## src/common/vlc_pkg.sv

```systemverilog
// package: register map, field layout, state codes and timing constants of the link config block
package vlc_pkg;

    // register byte offsets on the wishbone slave
    localparam logic [3:0] VLC_OFF_DELAY   = 4'h0;   // transceiver_delay_ctrl
    localparam logic [3:0] VLC_OFF_CTRL1   = 4'h4;   // link_control_one
    localparam logic [3:0] VLC_OFF_STATE   = 4'h8;   // state_vector_reg
    localparam logic [3:0] VLC_OFF_EVENT   = 4'hC;   // transmit, receiver state and irq status

    // transceiver_delay_ctrl fields
    localparam int VLC_DLY_XCVR_BIT = 7;             // onboard_xcvr_select
    localparam int VLC_DLY_POL_BIT  = 6;             // rx_polarity_sel
    localparam int VLC_DLY_OFS_LSB  = 0;             // delay_offset_field [3:0]
    localparam logic [7:0] VLC_DLY_RESET = 8'h47;    // 16 us, non-inverted rx, off-chip

    // link_control_one fields
    localparam int VLC_C1_IGN_BIT  = 7;              // ignore_frame_bit
    localparam int VLC_C1_TB_BIT   = 6;              // timebase_select
    localparam int VLC_C1_RATE_LSB = 2;              // rate_div_hi/lo
    localparam int VLC_C1_IE_BIT   = 1;              // irq_enable_bit
    localparam int VLC_C1_WCG_BIT  = 0;              // wait_clock_gate
    localparam logic [7:0] VLC_C1_RESET = 8'h00;

    // delay compensation base in microseconds
    localparam logic [4:0] VLC_DELAY_BASE_US = 5'd9;

    // state vector codes
    localparam logic [7:0] VLC_SV_IDLE    = 8'h00;
    localparam logic [7:0] VLC_SV_CRC     = 8'h18;
    localparam logic [7:0] VLC_SV_INVALID = 8'h1C;

    // crc residue of a good frame
    localparam logic [7:0] VLC_CRC_RESIDUE = 8'hC4;

    // crystal clock at 200 MHz: period in ns
    localparam int VLC_CLK_NS = 5;

    // receiver state machine, gray coded along idle -> hunt -> receive
    typedef enum logic [1:0] {
        VLC_RX_IDLE = 2'b00,
        VLC_RX_WAIT = 2'b01,
        VLC_RX_RECV = 2'b11,
        VLC_RX_XMIT = 2'b10
    } vlc_rx_type;

    // symbol events from the symbol decoder
    typedef struct packed {
        logic sof;          // start of frame seen
        logic brk;          // break symbol seen
        logic eod;          // end of data seen
        logic bad_sym;      // invalid bit or noise
        logic frame_err;    // eod/eof off a byte boundary
        logic byte_done;    // a data byte completed
    } vlc_sym_type;

    // transmitter request and observations
    typedef struct packed {
        logic start;        // software asks to start a frame
        logic bus_active;   // bus seen dominant
        logic drive_fail;   // driven active but bus stayed passive
        logic tx_bad;       // own frame has bad bits or misaligned framing
    } vlc_tx_type;

endpackage

```

## src/rtl/vlc_link_cfg.sv

```systemverilog
// design: configuration, timebase divider and error response of the vpw link controller
`timescale 1ns/100ps

// How it works
// bad own frame stops transmit, flags invalid
// crc mismatch flags crc, waits for sof
// noise during transmit aborts, flags invalid
// framing error flags invalid, waits for sof
// no transmit start while bus held active
// ground short reports invalid symbol code
// break flags invalid, waits for sof
// delay compensation resets to 16 us
// delay is 9 us plus offset field
// delay register takes first write only
// xcvr select bit chooses onboard transceiver
// polarity bit 0 inverts receive pin
// ignore bit disables receiver, masks, clears status
// ignore bit clears on sof or break
// timebase select picks binary or integer rate
// rate field divides crystal by 1,2,4,8
// rate field takes first write only
// software picks rate giving nominal timebase
// irq enable gates run mode requests only
// request holds until all sources cleared
// wait clock bit stops clocks in wait
// software may poll state vector instead
// crc error when residue differs from c4
// reading state vector clears invalid flag
// invalid code 1c, crc error code 18
// timebase is a one-cycle enable pulse
module vlc_link_cfg (
    // clock and reset
    input  wire logic                 clk_i,
    input  wire logic                 rst_i,
    // wishbone slave
    input  wire logic                 wb_cyc_i,
    input  wire logic                 wb_stb_i,
    input  wire logic                 wb_we_i,
    input  wire logic [3:0]           wb_adr_i,
    input  wire logic [3:0]           wb_sel_i,
    input  wire logic [31:0]          wb_dat_i,
    output logic      [31:0]          wb_dat_o,
    output logic                      wb_ack_o,
    output logic                      wb_err_o,
    // receive pin
    input  wire logic                 rx_pin_i,
    // symbol and transmit events
    input  wire vlc_pkg::vlc_sym_type sym_i,
    input  wire vlc_pkg::vlc_tx_type  tx_i,
    input  wire logic [7:0]           crc_i,
    // cpu power modes
    input  wire logic                 cpu_wait_i,
    input  wire logic                 wake_i,
    // link path outputs
    output logic                      rx_data_o,
    output logic                      tx_enable_o,
    output logic                      tx_abort_o,
    // timebase and configuration
    output logic                      tb_tick_o,
    output logic                      timebase_bin_o,
    output logic [4:0]                delay_us_o,
    output logic                      onboard_xcvr_o,
    output logic                      clk_run_o,
    // interrupt request
    output logic                      irq_o
);
    import vlc_pkg::*;

    // only config, timebase and error response live here;
    // symbol timing and data path feed the event ports

    ////////////////////////////////////////////////////////////////////////////
    // registers and state
    // configuration
    logic [7:0]  delay_reg;
    logic        delay_locked;
    logic [7:0]  ctrl1;
    logic        rate_locked;
    // status
    logic [7:0]  state_vec;
    logic        flag_invalid;
    logic        flag_crc;
    // timebase and sequencing
    logic [2:0]  div_cnt;
    logic        tb_tick;
    logic        transmitting;
    vlc_rx_type  rx_state;

    // decode and derived controls
    logic        wr_hit;
    logic        rd_hit;
    logic        ignore;
    logic        clk_run;
    logic        ev_invalid;
    logic        ev_crc;
    logic        sv_read;
    logic [2:0]  div_max;
    logic [1:0]  rate;

    // bus decode; a classic single cycle answered one cycle after strobe
    // reads are taken at the strobe edge so data stands with ack;
    // writes land at the edge where the master samples ack,
    // so a cycle abandoned before ack changes nothing
    assign wr_hit  = wb_cyc_i && wb_stb_i && wb_we_i && wb_ack_o && wb_sel_i[0];
    assign rd_hit  = wb_cyc_i && wb_stb_i && !wb_we_i && !wb_ack_o && !wb_err_o;
    assign sv_read = rd_hit && (wb_adr_i == VLC_OFF_STATE);
    assign ignore  = ctrl1[VLC_C1_IGN_BIT];
    assign rate    = ctrl1[VLC_C1_RATE_LSB +: 2];

    // internal clocks stop in cpu wait only when the gate bit is set
    assign clk_run = !(cpu_wait_i && ctrl1[VLC_C1_WCG_BIT]);

    ////////////////////////////////////////////////////////////////////////////
    // wishbone acknowledge; unmapped offsets get err instead of ack
    // one-cycle pulses; the !ack/!err terms keep a held
    // strobe from being answered twice
    always_ff @(posedge clk_i) begin
        if (rst_i) begin
            wb_ack_o <= 1'b0;
            wb_err_o <= 1'b0;
        end else begin
            wb_ack_o <= wb_cyc_i && wb_stb_i && !wb_ack_o && !wb_err_o &&
                        (wb_adr_i == VLC_OFF_DELAY || wb_adr_i == VLC_OFF_CTRL1 ||
                         wb_adr_i == VLC_OFF_STATE || wb_adr_i == VLC_OFF_EVENT);
            wb_err_o <= wb_cyc_i && wb_stb_i && !wb_ack_o && !wb_err_o &&
                        !(wb_adr_i == VLC_OFF_DELAY || wb_adr_i == VLC_OFF_CTRL1 ||
                          wb_adr_i == VLC_OFF_STATE || wb_adr_i == VLC_OFF_EVENT);
        end
    end


    // read data registered with the ack; upper bits read zero
    // a state vector read also clears the flag it shows
    always_ff @(posedge clk_i) begin
        if (rst_i) begin
            wb_dat_o <= 32'h0000_0000;
        end else if (rd_hit) begin
            case (wb_adr_i)
                VLC_OFF_DELAY: wb_dat_o <= {24'h00_0000, delay_reg};
                VLC_OFF_CTRL1: wb_dat_o <= {24'h00_0000, ctrl1};
                VLC_OFF_STATE: wb_dat_o <= {24'h00_0000, state_vec};
                VLC_OFF_EVENT: wb_dat_o <= {24'h00_0000, 4'h0, transmitting, rx_state, irq_o};
                default:       wb_dat_o <= 32'h0000_0000;
            endcase
        end
    end

    ////////////////////////////////////////////////////////////////////////////
    // delay compensation: only the first write after reset is kept
    // later writes are acked but change nothing;
    // a new delay needs a reset first
    always_ff @(posedge clk_i) begin
        if (rst_i) begin
            delay_reg    <= VLC_DLY_RESET;
            delay_locked <= 1'b0;
        end else if (wr_hit && wb_adr_i == VLC_OFF_DELAY && !delay_locked) begin
            delay_reg    <= wb_dat_i[7:0];
            delay_locked <= 1'b1;
        end
    end


    // compensated delay and transceiver routing
    // polarity 0 suits transceivers that invert the bus
    assign delay_us_o     = VLC_DELAY_BASE_US + {1'b0, delay_reg[VLC_DLY_OFS_LSB +: 4]};
    assign onboard_xcvr_o = delay_reg[VLC_DLY_XCVR_BIT];
    assign rx_data_o      = delay_reg[VLC_DLY_POL_BIT] ? rx_pin_i : !rx_pin_i;

    ////////////////////////////////////////////////////////////////////////////
    // control register one; rate field locks after its first write, ignore bit self clears
    // the rate locks even if that write leaves it 0;
    // set the rate before any other control bit
    always_ff @(posedge clk_i) begin
        if (rst_i) begin
            ctrl1       <= VLC_C1_RESET;
            rate_locked <= 1'b0;
        end else begin
            if (wr_hit && wb_adr_i == VLC_OFF_CTRL1) begin
                ctrl1[VLC_C1_IGN_BIT] <= wb_dat_i[VLC_C1_IGN_BIT];
                ctrl1[VLC_C1_TB_BIT]  <= wb_dat_i[VLC_C1_TB_BIT];
                ctrl1[VLC_C1_IE_BIT]  <= wb_dat_i[VLC_C1_IE_BIT];
                ctrl1[VLC_C1_WCG_BIT] <= wb_dat_i[VLC_C1_WCG_BIT];
                if (!rate_locked) begin
                    ctrl1[VLC_C1_RATE_LSB +: 2] <= wb_dat_i[VLC_C1_RATE_LSB +: 2];
                    rate_locked                 <= 1'b1;
                end
            end
            // sof or break re-enables the receiver; it wins over a same-cycle write
            if (ignore && clk_run && (sym_i.sof || sym_i.brk)) begin
                ctrl1[VLC_C1_IGN_BIT] <= 1'b0;
            end
        end
    end


    // timebase select straight from the register; clock run also follows cpu wait
    assign timebase_bin_o = ctrl1[VLC_C1_TB_BIT];
    assign clk_run_o      = clk_run;

    ////////////////////////////////////////////////////////////////////////////
    // timebase divider: a single-cycle enable, no derived clock
    // an enable keeps every flop on clk_i, so no
    // clock needs its own constraints or crossing
    always_comb begin
        case (rate)
            2'b00:   div_max = 3'd0;
            2'b01:   div_max = 3'd1;
            2'b10:   div_max = 3'd3;
            2'b11:   div_max = 3'd7;
            default: div_max = 3'd0;
        endcase
    end


    // count holds while the clocks stand
    always_ff @(posedge clk_i) begin
        if (rst_i) begin
            div_cnt <= 3'd0;
            tb_tick <= 1'b0;
        end else if (!clk_run) begin
            tb_tick <= 1'b0;
        end else if (div_cnt >= div_max) begin
            div_cnt <= 3'd0;
            tb_tick <= 1'b1;
        end else begin
            div_cnt <= div_cnt + 3'd1;
            tb_tick <= 1'b0;
        end
    end

    assign tb_tick_o = tb_tick;

    ////////////////////////////////////////////////////////////////////////////
    // error detection; nothing is recorded while ignoring or while clocks stand
    // events are one-cycle pulses; one that comes
    // while clocks stand is lost, as gated logic would
    assign ev_invalid = clk_run && !ignore &&
                        ((transmitting && (tx_i.tx_bad || sym_i.bad_sym || tx_i.drive_fail)) ||
                         (rx_state == VLC_RX_RECV && (sym_i.frame_err || sym_i.bad_sym)) ||
                         (rx_state != VLC_RX_IDLE && sym_i.brk));
    assign ev_crc     = clk_run && !ignore && rx_state == VLC_RX_RECV && sym_i.eod &&
                        (crc_i != VLC_CRC_RESIDUE);

    // receiver / transmitter sequencing
    // after an error the receiver waits for a new sof;
    // an eod seen there is ignored, so no stale crc flag
    // a bus short to supply blocks any start
    always_ff @(posedge clk_i) begin
        if (rst_i) begin
            rx_state     <= VLC_RX_IDLE;
            transmitting <= 1'b0;
        end else if (ignore) begin
            rx_state     <= VLC_RX_WAIT;
            transmitting <= 1'b0;
        end else if (clk_run) begin
            case (rx_state)
                VLC_RX_IDLE: begin
                    if (sym_i.sof) begin
                        rx_state <= VLC_RX_RECV;
                    end else if (tx_i.start && !tx_i.bus_active) begin
                        rx_state     <= VLC_RX_XMIT;
                        transmitting <= 1'b1;
                    end
                end
                VLC_RX_WAIT: begin
                    if (sym_i.sof) begin
                        rx_state <= VLC_RX_RECV;
                    end
                end
                VLC_RX_RECV: begin
                    if (ev_invalid || ev_crc) begin
                        rx_state <= VLC_RX_WAIT;
                    end else if (sym_i.eod) begin
                        rx_state <= VLC_RX_IDLE;
                    end
                end
                VLC_RX_XMIT: begin
                    if (ev_invalid) begin
                        rx_state     <= VLC_RX_WAIT;
                        transmitting <= 1'b0;
                    end else if (sym_i.eod) begin
                        rx_state     <= VLC_RX_IDLE;
                        transmitting <= 1'b0;
                    end
                end
                default: begin
                    rx_state     <= VLC_RX_IDLE;
                    transmitting <= 1'b0;
                end
            endcase
        end
    end

    // enable drops in the error cycle so the driver stops at once
    assign tx_enable_o = transmitting && !ev_invalid;
    assign tx_abort_o  = transmitting && ev_invalid;

    ////////////////////////////////////////////////////////////////////////////
    // sticky flags; a new event wins over the read that clears it
    // ignore forces both low; a read clears only the flag it showed
    always_ff @(posedge clk_i) begin
        if (rst_i || ignore) begin
            flag_invalid <= 1'b0;
            flag_crc     <= 1'b0;
        end else begin
            if (ev_invalid) begin
                flag_invalid <= 1'b1;
            end else if (sv_read && state_vec == VLC_SV_INVALID) begin
                flag_invalid <= 1'b0;
            end
            if (ev_crc) begin
                flag_crc <= 1'b1;
            end else if (sv_read && state_vec == VLC_SV_CRC) begin
                flag_crc <= 1'b0;
            end
        end
    end


    // state vector shows the highest pending source
    // invalid symbol outranks a crc error
    always_comb begin
        if (flag_invalid) begin
            state_vec = VLC_SV_INVALID;
        end else if (flag_crc) begin
            state_vec = VLC_SV_CRC;
        end else begin
            state_vec = VLC_SV_IDLE;
        end
    end


    // run-mode requests gated by enable; wake-up bypasses it, never while ignoring
    // requests pending when enable clears stay flagged and come back when it is set
    assign irq_o = !ignore && (((flag_invalid || flag_crc) && ctrl1[VLC_C1_IE_BIT]) || wake_i);

endmodule

```

## config.mk

```make
export PLATFORM = sky130hd
export DESIGN_NAME = vlc_link_cfg
export DESIGN_NICKNAME = d
export VERILOG_FILES = /design/src/common/vlc_pkg.sv /design/src/rtl/vlc_link_cfg.sv
export SDC_FILE = /design/constraint.sdc
export NUM_CORES = 1
export LEC_CHECK = 0
export BUFFER_PORTS_ARGS = -buffer_cell sky130_fd_sc_hd__buf_4
export CAP_MARGIN = 5
export CORE_MARGIN = 5
export CORE_UTILIZATION = 47
export DETAILED_ROUTE_END_ITERATION = 7
export PLACE_DENSITY = 0.93
export REMOVE_ABC_BUFFERS = 1
export SYNTH_ARGS = -nofsm -noshare
export SYNTH_HDL_FRONTEND = slang
export SYNTH_SLANG_ARGS = --single-unit
```

## constraint.sdc

```tcl
create_clock -name clk_i -period 2.84 [get_ports clk_i]
set_input_delay 0.284 -clock clk_i [delete_from_list [all_inputs] [get_ports clk_i]]
set_output_delay 0.284 -clock clk_i [all_outputs]
set_load 0.02 [all_outputs]
```

After elaboration in Yosys (flattened, before gate mapping)
Cells that the tools add are included.
W data, S select, Z words.
- flip-flop bits (word level): 59
- output and inout port bits: 47
- word-level logic and storage cells: 136
- add/subtract/negate cells: 2
- magnitude comparators: 1
- equal/unequal tests: 20
- mux-type cells: 25
- bitwise logic cells: 2
- reduce and logical (&&, ||, !) cells: 70
- operators with widths (cell ; count):
    $logic_and A1 B1 Y1 ; 33
    $pmux W8 S4 ; 1
    $eq A8 B5 Y1 const B ; 2
    $logic_or A1 B1 Y1 ; 13
    $mux W1 ; 12
    $mux W2 ; 6
    $pmux W3 S4 ; 1
    $logic_not A1 Y1 ; 10
    $mux W5 ; 2
    $ne A3 B3 Y1 const B ; 3
    $eq A2 B2 Y1 const B ; 4
    $eq A4 B4 Y1 const B ; 2
    $ne A2 B2 Y1 const B ; 4
    $ne A8 B8 Y1 const B ; 1
    $pmux W2 S4 ; 1
    $reduce_bool A2 Y1 ; 4
    $reduce_and A3 Y1 ; 2
    $reduce_or A2 Y1 ; 3
    $add A4 B4 Y5 const A ; 1
    $reduce_and A5 Y1 ; 1
    $eq A2 B1 Y1 const B ; 2
    $eq A4 B3 Y1 const B ; 1
    $logic_not A2 Y1 ; 2
    $logic_not A4 Y1 ; 1
    other kinds (7) ; 8

Logic depth before layout (Yosys ltp)
Gate-level depths: netlist (run 1).
- word-level depth: 11
- mapped depth: 6
- depth with buffers taken out: 6

Worst setup path after synthesis (run 1)
Ideal clock, no wire load.
- path kind: reg-to-reg
- from: register ctrl1[2]
- to: register div_cnt[1]
- data arrival time: 1581 ps
- required time: 2745 ps
- path slack: 1164 ps
- cell stages (with the launch flop): 7
- buffers on the path: 0
- path through: dfxtp_1 > or2_2 > ha_1 > nand2b_1 > a21o_1 > a21o_1 > a221oi_1
- longest elaborated chain between the ends: 4
- elaborated cells between the ends (all ways): 7
- classes of those cells: order compare (1); eq/ne (3); mux (2); reduce/logical (1)
- RTL lines (what ; RTL line ; RTL):
    start: declaration ; vlc_link_cfg.sv:77 ; logic [7:0] ctrl1;
    start signal: indexed assignment ; vlc_link_cfg.sv:179 ; ctrl1[VLC_C1_IGN_BIT] <= wb_dat_i[VLC_C1_IGN_BIT];
    start signal: indexed assignment ; vlc_link_cfg.sv:180 ; ctrl1[VLC_C1_TB_BIT] <= wb_dat_i[VLC_C1_TB_BIT];
    start signal: indexed assignment ; vlc_link_cfg.sv:181 ; ctrl1[VLC_C1_IE_BIT] <= wb_dat_i[VLC_C1_IE_BIT];
    $eq A2 B2 Y1, or another cell as far along ; vlc_link_cfg.sv:205 ; case (rate)
    $pmux W3 S4 * ; vlc_link_cfg.sv:205 ;
    $ge A3 B3 Y1 * ; vlc_link_cfg.sv:222 ; end else if (div_cnt >= div_max) begin
    $mux W3 * ; vlc_link_cfg.sv:222 ;
    end signal: assignment ; vlc_link_cfg.sv:226 ; div_cnt <= div_cnt + 3'd1;
    end: declaration ; vlc_link_cfg.sv:84 ; logic [2:0] div_cnt;
Mark *: on every way between the ends. The rest lies on a longest branch, timed or not.
A chain may end at the register's enable or synchronous reset.

Final worst setup path (run 1)
- from: register ctrl1[0]
- to: output tx_enable_o
- longest elaborated chain between the ends: 6
- RTL lines (what ; RTL line ; RTL):
    $logic_and A1 B1 Y1 ; vlc_link_cfg.sv:111 ; assign clk_run = !(cpu_wait_i && ctrl1[VLC_C1_WCG_BIT]);
    $logic_not A1 Y1 ; vlc_link_cfg.sv:111 ;
    $logic_and A1 B1 Y1 (2 in series) ; vlc_link_cfg.sv:237 ; assign ev_invalid = clk_run && !ignore &&
    $logic_not A1 Y1 ; vlc_link_cfg.sv:295 ; assign tx_enable_o = transmitting && !ev_invalid;
    $logic_and A1 B1 Y1 ; vlc_link_cfg.sv:295 ;
    end: declaration ; vlc_link_cfg.sv:56 ; output logic tx_enable_o,
Every way passes these cells.

==> impl_metrics.ini, run 1 <==
[run_status]
status = finished clean

[synthesis]
synthMuxAreaShare = 0.0850
synth_top_cell_area_share = 0.358
ys_types = 48
yosysSeqAreaShare = 0.358
synthArstFlopShare = 0
synth_seq_cells = 35
synth_most_common_cell = dfxtp_1
synth_ff_type = dfxtp_1
syn_area_sq_mm = 0.00196
synth-simple-area-share = 0.213
synth_top_family_by_area = simple AND/OR/NAND/NOR gates
synthAdderAreaFrac = 0.0319
synth_edf_count = 0
synth_compound_area_frac = 0.153
synth_area_leaders = dfxtp_1, buf_4, mux2i_1
avgSynthCellArea_sq_um = 8.33
synth_top_area_cell = dfxtp_1
syn_inst = 235
synthXorXnorAreaFrac = 0.0224
synthTopCellsByCount = dfxtp_1, nor2_1, buf_4
yosysWarningCount = 0

[worst_setup_path]
crit_type = flip-flop to output pin
crit_path_end_kind = output pin
cp_max_fo = 10
cp.arrival_ps = 1810
critPathRequiredTime_ps = 2560
start_kind = flip-flop

[timing]
hold_viol_final = 0
worst_pin_slew_ps = 924
setup_viol = 0
finalClockSkew_ps = 5.97
finalMaxSlewViolations = 0
final.period_utilization = 0.738
setup_tns_ps = 0
rsz0062_at_grt = no
period_minus_slack_ps = 2100
max_freq_ghz = 0.477
holdWs_ps = 222
max_slew_margin = 0.378

[floorplanning]
core_area_sq_mm = 0.00403
die_area_sq_mm = 0.00556
die_x_um = 74.5
initial_core_util = 0.486
ioPinCount = 113
rows = 23
die_h_um = 74.5

[power]
p_per_area_mw_per_mm2 = 471
p_clk_frac = 0.399
power_switching_uw = 295
pwr-share-seq = 0.448
p_comb_frac = 0.154
sw_frac_of_total = 0.255
p_int_uw = 863
leakage_uw = 0.00116
irDropWorstVdd_uv = 254

[place]
placed_cell_area_sq_mm = 0.00234
dp_hpwl_um = 3640
numPortBuffers = 60
globalplace.congestion = 0.875

[clock_tree]
cts_buffers = 5
htreeDepth = 2
postCtsSetupRepairBufs = 0
cts_num_sinks = 35
ctsResizeCount = 0
clkTransAtPathRegs_ps = 70
root_buffer = clkbuf_8
holdBufCountCts = 0
clockBufferDepth = 2
cts_tree = built
insertion_delay_ps = 290

[flow_run]
cap_violations = 0

[global_routing]
grt_max_degree = 34
grt_first_pass_wirelength_um = 7480
antenna_found_initial = 0
grt_overflow = 0
grt_pass1_vias = 1704
grt_usage = 0.176

[min_path]
hold_class = input pin to flip-flop

[final_layout]
fill_cells = 358
finish.instance_area_sq_mm = 0.00246
drive_gt1_frac = 0.266
n_antenna_cell = 0
area_growth_pct = 25.6
layout.nets = 363

[route]
via_per_inst = 5.24
drt_iter0_markers = 130
vias = 1796
routed_wl_um = 4700
drcViolationCount = 0
drt-pass1-iter-count = 4
post_drt_wl_per_cell_um = 13.7
postRouteAntennaNets = 0
==> per-stage QoR <==
stage | instances | setup slack [ps] | total power (uW) | utilization
final | 343 | 745 | 1160 | 0.610
after detailed placement | 335 | 888 | 705 | 0.581
after floorplan | 225 | 1030 | 625 | -
after CTS | 343 | 755 | 1160 | 0.610
after global routing | 343 | 643 | 1200 | 0.610
after global placement | 335 | 936 | 701 | 0.581
==> area by class of cell <==
cell class | count | area [sq um] | area share
timing repair buffer | 60 | 450 | 0.183
clock inverter | 2 | 35.0 | 0.0142
clock buffer | 6 | 82.6 | 0.0336
tap | 50 | 62.6 | 0.0254
inverter | 13 | 48.8 | 0.0198
sequential | 35 | 701 | 0.285
multi-input combinational | 177 | 1080 | 0.439
==> power by group through the flow <==
stage / Sequential [uW] / Combinational, uW / Clock [uW]
4_1_cts: 518 / 176 / 465
3_3_place_gp: 529 / 172 / 0
5_1_grt: 519 / 195 / 491
6_report: 518 / 178 / 462
2_1_floorplan: 527 / 97.9 / 0
3_5_place_dp: 529 / 176 / 0
==> routing by layer <==
metal | wire length [um] | vias to the layer above | track usage
li1 | - | 887 | -
met1 | 1840 | 833 | 0.206
met2 | 2370 | 67 | 0.294
met3 | 390 | 9 | 0.0635
met4 | 97 | 0 | 0.0652
met5 | 0 | - | 0
==> placed cells by master (no fill, tap or decap), types with 5 or more instances in the layout <==
cell type / instances
buf_4: 60
dfxtp_1: 35
nor2_1: 29
conb_1: 24
nand2_1: 16
a21oi_1: 13
inv_1: 12
mux2i_1: 11
nand3_1: 7
nor3_1: 6
clkbuf_8: 6
a211o_1: 5
ha_1: 5
==> final timing paths <==
kind | from | end | slack (ps) | cells after the start
hold reg to reg | rate_locked$_SDFFE_PP0P_ | rate_locked$_SDFFE_PP0P_ | 450 | 2
hold / removal | wb_dat_i[5] | delay_reg[5]$_SDFFE_PP0P_ | 220 | 3
setup reg to reg | wb_err_o$_SDFF_PP0_ | wb_dat_o[4]$_SDFFE_PP0P_ | 930 | 3
setup / recovery | ctrl1[0]$_SDFFE_PP0P_ | tx_enable_o | 740 | 5
==> cell families (layout without fill, tap and decap cells) <==
logic type                 Yosys count  in the layout
buffers and inverters               46             81
muxes                               15             15
AOI/OAI and AO/OA                   44             44
DFF                                 35             35
adders and majority gates            5              5
and+or+nand+nor                     84             84
other                                1             24
xor gates and xnor gates             5              5
==> worst max-delay path: stages (launching register included) <==
cell and delay, ps:
dfxtp_1 350, and2_1 350, clkinv_1 330, nand2_1 220, and2_1 140, buf_4 130
No activity file was read; power rests on OpenSTA's default activity.
==> run 2, diff against run 1 <==
--- a/config.mk
+++ b/config.mk
@@ -5,12 +5,13 @@
 export SDC_FILE = /design/constraint.sdc
 export NUM_CORES = 1
 export LEC_CHECK = 0
+export ABC_AREA = 1
 export BUFFER_PORTS_ARGS = -buffer_cell sky130_fd_sc_hd__buf_4
 export CAP_MARGIN = 5
 export CORE_MARGIN = 5
-export CORE_UTILIZATION = 47
+export CORE_UTILIZATION = 44
 export DETAILED_ROUTE_END_ITERATION = 7
-export PLACE_DENSITY = 0.93
+export PLACE_DENSITY = 0.89
 export REMOVE_ABC_BUFFERS = 1
 export SYNTH_ARGS = -nofsm -noshare
 export SYNTH_HDL_FRONTEND = slang
==> constraint.sdc (replaced) <==
create_clock -name clk_i -period 2.1 [get_ports clk_i]
set_input_delay 0.21 -clock clk_i [delete_from_list [all_inputs] [get_ports clk_i]]
set_output_delay 0.21 -clock clk_i [all_outputs]
set_load 0.02 [all_outputs]
==> impl_metrics.ini, run 2 <==
[timing]
setup_viol = 0
finalMaxSlewViolations = 0
final.period_utilization = 0.797
finalClockSkew_ps = 5.38
period_minus_slack_ps = 1670
rsz0062_at_grt = no
setup_tns_ps = 0
max_freq_ghz = 0.597
hold_viol_final = 0

[global_routing]
grt_first_pass_wirelength_um = 8170
grt_max_degree = 17
grt_pass1_vias = 1944
grt_overflow = 0
antenna_found_initial = 0
grt_usage = 0.166

[worst_setup_path]
critPathRequiredTime_ps = 1890
r2r_setup_slack_ps = 630
start_kind = flip-flop
crit_path_end_kind = output pin
cp_max_fo = 9
r2r-start = wb_ack_o$_SDFF_PP0_
cp.arrival_ps = 1460
crit_type = flip-flop to output pin
worst-r2r-cell-count = 5
r2r-end = delay_reg[7]$_SDFFE_PP0P_

[min_path]
hold_path_end = delay_reg[6]$_SDFFE_PP1P_
min_path_cells = 3
hp-start = wb_dat_i[6]
hold_class = input pin to flip-flop

[place]
placed_cell_area_sq_mm = 0.00234
numPortBuffers = 60
globalplace.congestion = 0.854
dp_hpwl_um = 3780
placed_cells = 385

[synthesis]
synthXorXnorAreaFrac = 0.0181
synthMuxAreaShare = 0
synth_top_area_cell = dfxtp_1
yosysSeqAreaShare = 0.363
synth_compound_area_frac = 0.134
avgSynthCellArea_sq_um = 6.97
synth-simple-area-share = 0.281
ys_types = 30
synthTopCellsByCount = nand2_1, dfxtp_1, inv_1
synth_ff_type = dfxtp_1
synth_most_common_cell = nand2_1
synth_top_family_by_area = simple AND/OR/NAND/NOR gates
synth_area_leaders = dfxtp_1, nand2_1, buf_4
synth_edf_count = 0
syn_area_sq_mm = 0.00193
synthArstFlopShare = 0
synth_top_cell_area_share = 0.363
synth_seq_cells = 35
synthAdderAreaFrac = 0.0324
yosysWarningCount = 0
syn_inst = 277

[final_layout]
drive_gt1_frac = 0.229
final_common_cell = nand2_1
final_util = 0.568
fin_cells = 393
final_cell_mix = nand2_1, buf_4, dfxtp_1
finish.instance_area_sq_mm = 0.00244
area_growth_pct = 26.4
layout.nets = 411
n_antenna_cell = 0

[floorplanning]
initial_core_util = 0.450
die_h_um = 76.2
die_x_um = 76.2
die_area_sq_mm = 0.00581
rows = 24
core_area_sq_mm = 0.00429
ioPinCount = 113

[clock_tree]
postCtsSetupRepairBufs = 0
cts_num_sinks = 35
holdBufCountCts = 0
insertion_delay_ps = 280
root_buffer = clkbuf_8
cts_tree = built
clkTransAtPathRegs_ps = 70
ctsResizeCount = 0
htreeDepth = 2
cts_buffers = 5
clockBufferDepth = 2

[route]
post_drt_wl_per_cell_um = 12.1
via_per_inst = 4.84
drt_iter0_markers = 94
routed_wl_um = 4770
drt-pass1-iter-count = 4
vias = 1903
postRouteAntennaNets = 0
drcViolationCount = 0

[power]
leakage_uw = 0.00123
irDropWorstVdd_uv = 340
p_per_area_mw_per_mm2 = 599

[run_status]
status = finished clean

[flow_run]
cap_violations = 0
run 2: cell count changes in the layout (fill, tap and decap cells not counted), moves of 3 or more:
cell,change
and3_1,-3
nor2_2,+3
or2_2,-3
or4_1,-3
mux2_2,-3
nand2_1,+46
inv_1,+22
a21oi_1,+10
o21ai_1,+3
mux2i_1,-11
a211o_1,-5
nor2_1,-3
nand3_1,+5
o21ai_0,+10
run 2: metrics by stage:
step	setup WS [ps]	power, uW	hold WS [ps]
after global placement	625	940	437
after floorplan	738	844	279
final	426	1460	157
after CTS	421	1470	153
after detailed placement	591	944	443
after global routing	283	1530	161
run 2: worst max-delay path by stage:
stage / start / end / slack [ps] / cells past startpoint
final: ctrl1[0]$_SDFFE_PP0P_ / tx_abort_o / 430 / 6
after floorplan: ctrl1[0]$_SDFFE_PP0P_ / tx_abort_o / 740 / 5
after CTS: ctrl1[0]$_SDFFE_PP0P_ / tx_abort_o / 420 / 6
after global routing: ctrl1[0]$_SDFFE_PP0P_ / tx_abort_o / 280 / 6
after global placement: wb_adr_i[1] / delay_reg[7]$_SDFFE_PP0P_ / 630 / 7
after detailed placement: wb_adr_i[1] / ctrl1[2]$_SDFFE_PP0P_ / 590 / 7
run 2: critical path: stages (launching register included):
cell and delay [ps]:
dfxtp_1 330, nand2_2 170, inv_1 150, nor2_2 190, nand2_2 110, nor2_1 90
buf_4 150
run 2: layer usage:
metal | track usage | vias to the layer above | routed length, um
li1 | - | 964 | -
met1 | 0.191 | 864 | 1940
met2 | 0.288 | 68 | 2410
met3 | 0.0520 | 7 | 371
met4 | 0.0594 | 0 | 59
met5 | 0 | - | 0
run 2: power by group:
part / switching [uW] / internal [uW]
clock network: 231 / 299
logic: 144 / 91.8
registers: 16.5 / 679
run 2: area by class of cell:
type	instances	area (sq um)
flip-flops and latches	35	701
well taps	52	65.1
clock buffers	8	100
multi-input cells	202	990
repair buffers	60	450
inverters	36	135
fillers	410	1850
run 2: logic make-up (layout without fill, tap and decap cells):
family	after synthesis	after routing
simple gates	121	121
buf+inv	63	104
compound gates	48	48
flops	35	35
fa+ha+maj	5	5
xor+xnor	4	4
other cells	1	24
